$ cat src/tc16_pkg.sv
// Constants, field layout and register map of the 16-bit timer control block
// What this block does
// - Idle-stop bit 13 halts timer in Idle
// - Gate bit ignored when external clock selected
// - Bit 1 selects external pin clock
// - Unimplemented bits read zero, writes ignored
// - Paired mode makes run/gate/prescale/source inert
// - All implemented control bits reset to zero
package tc16_pkg;
  // ----------------------------------------
  // Register map (word addresses, byte offsets)
  // ----------------------------------------
  localparam logic [3:0] TC16_ADDR_CONTROL = 4'h0;
  localparam logic [3:0] TC16_ADDR_COUNT = 4'h4;
  localparam logic [3:0] TC16_ADDR_STATUS = 4'h8;
  // ----------------------------------------
  // Control field layout
  // ----------------------------------------
  localparam int TC16_BIT_RUN = 15;
  localparam int TC16_BIT_IDLE_STOP = 13;
  localparam int TC16_BIT_GATE = 6;
  localparam int TC16_BIT_PS_HI = 5;
  localparam int TC16_BIT_PS_LO = 4;
  localparam int TC16_BIT_SRC = 1;
  localparam logic [15:0] TC16_CTRL_MASK = 16'hA072;
  localparam logic [15:0] TC16_CTRL_RESET = 16'h0000;
  // ----------------------------------------
  // Prescale codes and terminal counts
  // ----------------------------------------
  localparam logic [1:0] TC16_PS_DIV1 = 2'h0;
  localparam logic [1:0] TC16_PS_DIV8 = 2'h1;
  localparam logic [1:0] TC16_PS_DIV64 = 2'h2;
  localparam logic [1:0] TC16_PS_DIV256 = 2'h3;
  localparam logic [7:0] TC16_TC_DIV8 = 8'h07;
  localparam logic [7:0] TC16_TC_DIV64 = 8'h3F;
  localparam logic [7:0] TC16_TC_DIV256 = 8'hFF;
endpackage

$ cat src/tc16_timer_ctrl.sv
// Timer control register, prescaler and 16-bit counter with Wishbone slave
//
// The Wishbone slave port and the placing of the registers were decided locally.
`timescale 1ns/1ps
module tc16_timer_ctrl
  import tc16_pkg::*;
#(
  parameter int WIDTH = 16
)
(
  // Clock and reset
  input wire logic MCLK_I,
  input wire logic RST_I,
  // Wishbone classic slave
  input wire logic CYC_I,
  input wire logic STB_I,
  input wire logic WE_I,
  input wire logic [3:0] ADR_I,
  input wire logic [3:0] SEL_I,
  input wire logic [31:0] DAT_I,
  output logic [31:0] DAT_O,
  output logic ACK_O,
  // Device context
  input wire logic CYCLE_TICK_I,
  input wire logic IDLE_MODE_I,
  input wire logic PAIR_WIDE_MODE_I,
  input wire logic GATE_PIN_I,
  input wire logic EXTERNAL_TIMER_CLOCK_PIN_I,
  // Timer state
  output logic [WIDTH-1:0] COUNT_O,
  output logic RUNNING_O
);
  import tc16_pkg::*;

  // ----------------------------------------
  // State registers
  // ----------------------------------------
  logic [15:0] ctrl_ff;

  logic [WIDTH-1:0] count_ff;

  logic [WIDTH-1:0] nxt_count;

  logic [7:0] pre_ff;

  logic [7:0] nxt_pre;

  logic ext_d_ff;

  logic ack_ff;

  logic [31:0] dat_ff;

  logic [31:0] nxt_dat;

  logic running_ff;

  // ----------------------------------------
  // Decoded terms
  // ----------------------------------------
  logic req;

  logic rd_req;

  logic wr_ctrl;

  logic wr_count;

  logic src_is_ext;

  logic gate_bit;

  logic run_bit;

  logic idle_stop_bit;

  logic ext_rise;

  logic src_tick;

  logic gate_ok;

  logic idle_halt;

  logic active;

  logic pre_wrap;

  logic pre_tick;

  logic [1:0] ps_code;

  logic [7:0] tc;

  // ----------------------------------------
  // Prescale decode
  // ----------------------------------------
  function automatic logic [7:0] ps_tc(input logic [1:0] code);
    case (code)
      TC16_PS_DIV8:
      begin
        ps_tc = TC16_TC_DIV8;
      end
      TC16_PS_DIV64:
      begin
        ps_tc = TC16_TC_DIV64;
      end
      TC16_PS_DIV256:
      begin
        ps_tc = TC16_TC_DIV256;
      end
      default:
      begin
        ps_tc = 8'h00;
      end
    endcase
  endfunction

  // ----------------------------------------
  // Address decode
  // ----------------------------------------
  function automatic logic addr_is(input logic [3:0] adr, input logic [3:0] slot);
    addr_is = (adr == slot);
  endfunction

  // ----------------------------------------
  // Read word assembly
  // ----------------------------------------
  // Unmapped offsets answer zero rather than an error
  function automatic logic [31:0] rd_word(
    input logic [3:0] adr,
    input logic [15:0] ctrl,
    input logic [WIDTH-1:0] count,
    input logic pair,
    input logic act
  );
    rd_word = 32'h0000_0000;
    if (addr_is(adr, TC16_ADDR_CONTROL))
    begin
      rd_word = {16'h0000, ctrl & TC16_CTRL_MASK};
    end
    else if (addr_is(adr, TC16_ADDR_COUNT))
    begin
      rd_word = {{(32-WIDTH){1'b0}}, count};
    end
    else if (addr_is(adr, TC16_ADDR_STATUS))
    begin
      rd_word = {30'h0000_0000, pair, act};
    end
  endfunction

  // ----------------------------------------
  // Bus decode
  // ----------------------------------------
  // Ack gates the request so a held cycle is taken once
  assign req = CYC_I & STB_I & ~ack_ff;

  assign rd_req = req & ~WE_I;

  assign wr_ctrl = req & WE_I & addr_is(ADR_I, TC16_ADDR_CONTROL);

  assign wr_count = req & WE_I & addr_is(ADR_I, TC16_ADDR_COUNT);

  // ----------------------------------------
  // Control fields
  // ----------------------------------------
  assign run_bit = ctrl_ff[TC16_BIT_RUN];

  assign idle_stop_bit = ctrl_ff[TC16_BIT_IDLE_STOP];

  assign gate_bit = ctrl_ff[TC16_BIT_GATE];

  assign ps_code = ctrl_ff[TC16_BIT_PS_HI:TC16_BIT_PS_LO];

  assign src_is_ext = ctrl_ff[TC16_BIT_SRC];

  // ----------------------------------------
  // Tick selection
  // ----------------------------------------
  // Pin sampled on the system clock; pulses shorter than a cycle are lost
  assign ext_rise = EXTERNAL_TIMER_CLOCK_PIN_I & ~ext_d_ff;

  assign src_tick = src_is_ext ? ext_rise : CYCLE_TICK_I;

  assign gate_ok = src_is_ext | ~gate_bit | GATE_PIN_I;

  assign idle_halt = IDLE_MODE_I & idle_stop_bit;

  // Paired mode hands the counter to the partner's control
  assign active = run_bit & ~PAIR_WIDE_MODE_I & ~idle_halt;

  assign tc = ps_tc(ps_code);

  assign pre_wrap = (pre_ff == tc);

  assign pre_tick = active & gate_ok & src_tick & pre_wrap;

  // ----------------------------------------
  // Control register
  // ----------------------------------------
  always_ff @(posedge MCLK_I or posedge RST_I)
  begin
    if (RST_I)
    begin
      ctrl_ff <= TC16_CTRL_RESET;
    end
    else if (wr_ctrl)
    begin
      if (SEL_I[0])
      begin
        ctrl_ff[7:0] <= DAT_I[7:0] & TC16_CTRL_MASK[7:0];
      end
      if (SEL_I[1])
      begin
        ctrl_ff[15:8] <= DAT_I[15:8] & TC16_CTRL_MASK[15:8];
      end
    end
  end

  // ----------------------------------------
  // Edge sampler
  // ----------------------------------------
  always_ff @(posedge MCLK_I or posedge RST_I)
  begin
    if (RST_I)
    begin
      ext_d_ff <= 1'b0;
    end
    else
    begin
      ext_d_ff <= EXTERNAL_TIMER_CLOCK_PIN_I;
    end
  end

  // ----------------------------------------
  // Prescaler
  // ----------------------------------------
  // Writing control restarts the division so a new ratio starts clean
  always_comb
  begin
    nxt_pre = pre_ff;
    if (wr_ctrl | ~active)
    begin
      nxt_pre = 8'h00;
    end
    else if (gate_ok & src_tick)
    begin
      if (pre_wrap)
      begin
        nxt_pre = 8'h00;
      end
      else
      begin
        nxt_pre = pre_ff + 8'h01;
      end
    end
  end

  always_ff @(posedge MCLK_I or posedge RST_I)
  begin
    if (RST_I)
    begin
      pre_ff <= 8'h00;
    end
    else
    begin
      pre_ff <= nxt_pre;
    end
  end

  // ----------------------------------------
  // Counter
  // ----------------------------------------
  // A software write wins over a tick in the same cycle
  always_comb
  begin
    nxt_count = count_ff;
    if (wr_count)
    begin
      nxt_count = DAT_I[WIDTH-1:0];
    end
    else if (pre_tick)
    begin
      nxt_count = count_ff + {{(WIDTH-1){1'b0}}, 1'b1};
    end
  end

  always_ff @(posedge MCLK_I or posedge RST_I)
  begin
    if (RST_I)
    begin
      count_ff <= '0;
    end
    else
    begin
      count_ff <= nxt_count;
    end
  end

  // ----------------------------------------
  // Run indication
  // ----------------------------------------
  always_ff @(posedge MCLK_I or posedge RST_I)
  begin
    if (RST_I)
    begin
      running_ff <= 1'b0;
    end
    else
    begin
      running_ff <= active;
    end
  end

  // ----------------------------------------
  // Bus acknowledge
  // ----------------------------------------
  always_ff @(posedge MCLK_I or posedge RST_I)
  begin
    if (RST_I)
    begin
      ack_ff <= 1'b0;
    end
    else
    begin
      ack_ff <= req;
    end
  end

  // ----------------------------------------
  // Read data
  // ----------------------------------------
  // Read data holds until the next read so a slow master still sees it
  always_comb
  begin
    nxt_dat = dat_ff;
    if (rd_req)
    begin
      nxt_dat = rd_word(ADR_I, ctrl_ff, count_ff, PAIR_WIDE_MODE_I, active);
    end
  end

  always_ff @(posedge MCLK_I or posedge RST_I)
  begin
    if (RST_I)
    begin
      dat_ff <= 32'h0000_0000;
    end
    else
    begin
      dat_ff <= nxt_dat;
    end
  end

  // ----------------------------------------
  // Outputs
  // ----------------------------------------
  assign DAT_O = dat_ff;

  assign ACK_O = ack_ff;

  assign COUNT_O = count_ff;

  assign RUNNING_O = running_ff;
endmodule

$ cat config.mk
export PLATFORM = sky130hd
export DESIGN_NAME = tc16_timer_ctrl
export DESIGN_NICKNAME = d
export VERILOG_FILES = /design/src/tc16_pkg.sv /design/src/tc16_timer_ctrl.sv
export SDC_FILE = /design/constraint.sdc
export NUM_CORES = 1
export LEC_CHECK = 0
export ABC_CLOCK_PERIOD_IN_PS = 2400
export BUFFER_PORTS_ARGS = -buffer_cell sky130_fd_sc_hd__buf_2
export CAP_MARGIN = 0
export CORE_MARGIN = 4
export CORE_UTILIZATION = 49
export DETAILED_ROUTE_END_ITERATION = 16
export PLACE_DENSITY = 0.77
export SYNTH_ARGS = -nofsm -noshare
export SYNTH_HDL_FRONTEND = slang
export SYNTH_SLANG_ARGS = --single-unit
$ cat constraint.sdc
create_clock -name MCLK_I -period 2.4 [get_ports MCLK_I]
set_input_delay 0.24 -clock MCLK_I [delete_from_list [all_inputs] [get_ports MCLK_I]]
set_output_delay 0.24 -clock MCLK_I [all_outputs]
set_load 0.005 [all_outputs]
Yosys cells after proc, flatten, opt, wreduce, memory -nomap -nowiden

Cells that the tools add are included.

Output and inout port bits: 50
Word-level logic and storage cells: 55
Bits of input ports: 50
Register bits after elaboration: 65

Multiplexer cells: 10
Equal/unequal tests: 6
Bitwise gates (word level): 24
Add/subtract/negate cells: 2
Reduce and logical (&&, ||, !) cells: 5

Operators by type and width:

| kind                                                 | number |
|---|---|
| two-way mux 16 bit                                   | 4 |
| two-way mux 8 bit                                    | 3 |
| case mux 8 bit (3 select lines)                      | 1 |
| adder 16 x 1 -> 16 bit (second input constant)       | 1 |
| AND 1 bit                                            | 14 |
| adder 8 x 1 -> 8 bit (second input constant)         | 1 |
| equality test 8 bit                                  | 1 |
| NOT 1 bit                                            | 7 |
| equality test 2 bit (second input constant)          | 2 |
| equality test 4 x 3 -> 1 bit (second input constant) | 1 |
| equality test 4 bit (second input constant)          | 1 |
| logical NOT 4 bit                                    | 1 |
| AND reduction 2 bit                                  | 2 |
| nonzero test 2 bit                                   | 2 |
| OR 1 bit                                             | 3 |
| equality test 2 x 1 -> 1 bit (second input constant) | 1 |
| two-way mux 2 bit                                    | 1 |
| two-way mux 1 bit                                    | 1 |

Depth between registers and ports, before layout

Depth in word-level cells: 8
Depth in mapped cells: 7
Gate-level depth less buffers: 6

Least setup slack after synthesis

Ideal clock, no wire load.

Path kind: register to register
Start: reg ctrl_ff[5]
End: reg count_ff[5] (netlist: COUNT_O[5])
Data arrival time: 1.746 ns
Buffers on the path: 1
Period minus slack after synthesis: 1.873 ns
Setup time: 0.127 ns
Required time: 2.273 ns
Path slack: 0.527 ns
Cell stages (with the launch flop): 8
Path through: dfrtp_1 > a211oi_1 > a21oi_2 > a311o_1 > buf_6 > nor4_1 > xnor2_1 > o21ai_2

Cells in the longest elaborated chain, start to end: 5
Elaborated cells between the ends (all ways): 7
Classes of those cells: eq/ne (4); mux (1); bitwise (1); reduce/logical (1)

Ends and longest elaborated chain:

| item                                                                | RTL line               | source |
|---|---|---|
| start: declaration                                                  | tc16_timer_ctrl.sv:38  | `logic [15:0] ctrl_ff;` |
| start signal: assignment                                            | tc16_timer_ctrl.sv:211 | `ctrl_ff[7:0] <= DAT_I[7:0] & TC16_CTRL_MASK[7:0];` |
| equality test 2 bit or equality test 2 x 1 -> 1 bit (tied branches) | tc16_timer_ctrl.sv:99  | `case (code)` |
| case mux 8 bit (3 select lines) *                                   | tc16_timer_ctrl.sv:99  |  |
| equality test 8 bit *                                               | tc16_timer_ctrl.sv:194 | `assign pre_wrap = (pre_ff == tc);` |
| AND 1 bit *                                                         | tc16_timer_ctrl.sv:196 | `assign pre_tick = active & gate_ok & src_tick & pre_wrap;` |
| nonzero test 2 bit (no source line) *                               | -                      |  |
| end signal: assignment                                              | tc16_timer_ctrl.sv:296 | `count_ff <= nxt_count;` |
| end: declaration                                                    | tc16_timer_ctrl.sv:40  | `logic [WIDTH-1:0] count_ff;` |

Mark *: on every way between the ends. The rest lies on a longest branch, timed or not.
A chain may end at the register's enable or synchronous reset.

Worst setup path after layout

Same ends and word-level chain as after synthesis.

==> results.toml <==
[status]
status = "finished, final reports clean"

[setup_path]
crit_arrival_ns = 2.29
startpoint_type = "flop"
cp.required_ns = 2.59
r2r-end = "COUNT_O[5]"
cp-startpoint = "ctrl_ff[5]"
worstRegToRegCells = 6
worst-setup-path-type = "flop to flop"
regToRegStartpoint = "ctrl_ff[5]"
r2r_slack_ns = 0.30
cp-end-kind = "flop"
worstPathMaxFanout = 10

[routing]
met1_length_mm = 2.88
met2WireLength_mm = 2.88
drcViolationCount = 0
dr.max_layer_used = "met4"
totalWireLength_mm = 6.31
dr.pass1.iters = 5
final_antenna_net_count = 0
dr_wl_met3_um = 457
viasPerCell = 5.50
vias = 2348
dr.first_iter.drc_count = 122
routedWlPerCell_um = 14.8

[placement]
hpwl_mm = 4.80
port_buffers = 65
gp_congestion = 0.877

[sta]
slew_headroom_pct = 60.2
fin_worst_skew_ns = 0.00386
slew_viol_final = 0
tns_ns = 0
fmax_mhz = 477
hold_violations = 0
min_period_ns = 2.10
worst_pin_slew_ns = 0.595
finalCritPeriodShare_pct = 87.3
rsz0062_at_grt = "false"
setup_viol = 0

[synthesis]
ys_top_cells_by_count = "nand2_1, dfrtp_1, nand3_1, o21ai_0, buf_4"
synth_most_common_cell = "nand2_1"
synth-seq-cells = 49
synthArstFlopShare_pct = 100
synth_seq_area_share_pct = 46.3
netlist_area_sq_um = 2650
synth_area_leaders = "dfrtp_1, nand2_1, buf_4"
synth_edf_count = 0
syn-instance-count = 286
yosysWarnings = 0
synthFlopType = "dfrtp_1"
yosysTopAreaCell = "dfrtp_1"
yosysUniqueCellTypes = 50
synth_top_area_share_pct = 46.3
syn-mean-instance-area_sq_um = 9.26

[floorplanning]
dieArea_sq_um = 6640
start_util_pct = 51.2
fp.dieH_um = 81.5
fp.coreArea_sq_um = 5170
die_w_um = 81.5
rows = 26
pin_count = 100

[clock_tree]
h-tree-depth = 2
cts_inserted_buffers = 5
clock_latency_ns = 0.30
cts.sinks = 49
cts.path.max_buffers = 2
cts_tree = "built"
cts.reportedPaths.clkPinSlew_ns = 0.09
cts-root-buf = "clkbuf_8"
postCtsSetupRepairBufs = 0

[global_routing]
antenna_found_initial = 0
grt_use_total_pct = 19.5
grt_pass1_vias = 2057
grt_pass1_wl_mm = 10.0
grt-ovfl-total = 0
grt_max_degree = 50

[pwr]
p_per_area_nw_per_um2 = 624
leakage_nw = 1.53
irDropWorstVdd_mv = 0.345

[cells_and_area]
antennaDiodeCount = 0
regArea_sq_um = 1230
final_core_util_pct = 60.9
drive_gt1_share_pct = 27.7
area_delta_synth_final_pct = 19.0
fillers = 477
final_nets = 408
multi_input_area_sq_um = 1310

[hold_path]
holdPathEnd = "ext_d_ff"
hold_path_depth = 1
worstHoldStart = "EXTERNAL_TIMER_CLOCK_PIN_I"
hold_path_class = "input port to flop"

[job]
drv_cap = 0
## power by group
group	switching (mW)	total, mW	internal (mW)
clock network	0.283	0.622	0.339
logic	0.182	0.341	0.159
registers	0.109	1.00	0.894
total	0.574	1.97	1.39
## per-stage QoR
step	hold slack, ns	power, mW	setup slack (ns)	cells	instance area [sq um]
detailed placement	0.304	1.36	0.362	418	3020
global route	0.0594	2.06	0.194	427	3150
floorplan	0.271	1.20	0.527	301	2700
finish	0.0627	1.97	0.304	427	3150
CTS	0.0592	1.97	0.322	427	3150
global placement	0.301	1.35	0.396	418	3020
## worst max-delay path by stage
stage | cells after the start | endpoint | slack [ns]
5_1_grt | 6 | COUNT_O[5] | 0.19
6_report | 6 | COUNT_O[5] | 0.30
2_1_floorplan | 7 | COUNT_O[5] | 0.53
4_1_cts | 6 | COUNT_O[5] | 0.32
3_5_place_dp | 6 | COUNT_O[5] | 0.36
3_3_place_gp | 6 | COUNT_O[9] | 0.40
## sequential cells by signal (all words and copies together) (netlist names)
register,flops
COUNT_O,16
ext_d_ff,1
RUNNING_O,1
ACK_O,1
ctrl_ff,6
pre_ff,8
DAT_O,16
## what timing repair did
action | CTS | global route
hold buffers | 1 | 0
gates resized for setup | 0 | 0
endpoints found under the hold margin | 49 | 0
## critical path: stages, from the launching register on
cell      delay (ns)
dfrtp_1         0.47
a211oi_1        0.33
a21oi_2         0.08
a311o_1         0.46
nor4_1          0.40
xnor2_1         0.19
o21ai_2         0.06
## cell type report
type	instances	share of cell area (%)
Inverter	2	0.238
Tap cell	70	2.78
Clock buffer	6	2.62
Timing Repair Buffer	73	12.7
Multi-Input combinational cell	225	41.5
Sequential cell	49	38.9
Clock inverter	2	1.19
## metal layers
layer  global-route usage, %  vias up
met5                       0        -
met1                    28.2     1127
met4                    6.08        0
met2                    30.3       86
li1                        -     1126
met3                    2.52        9
## logic make-up (layout without fill, tap and decap cells)
family	after synthesis	count (layout)	synth area share, %
AO/OA/AOI/OAI	49	49	12.1
XOR/XNOR	14	14	4.63
adder cells (fa/ha/maj)	2	2	0.945
buffers and inverters	27	83	6.43
flip-flops	49	49	46.3
multiplexers	8	8	3.31
other	1	16	0.142
AND/OR/NAND/NOR	136	136	26.2
## placed cells by master (no fill, tap or decap), drive strengths merged, types with 4 or more instances in the layout
cell and n:
o21ai 23, dfrtp 49, nand4 10, xnor2 7
and3 6, clkbuf 6, nand2b 4, nor2 11
xor2 7, conb 16, nand2 53, nor3 8
a22oi 5, buf 72, mux2 6, nand3 23
or3 4, a21oi 9
(Power assumes the default switching activity.)
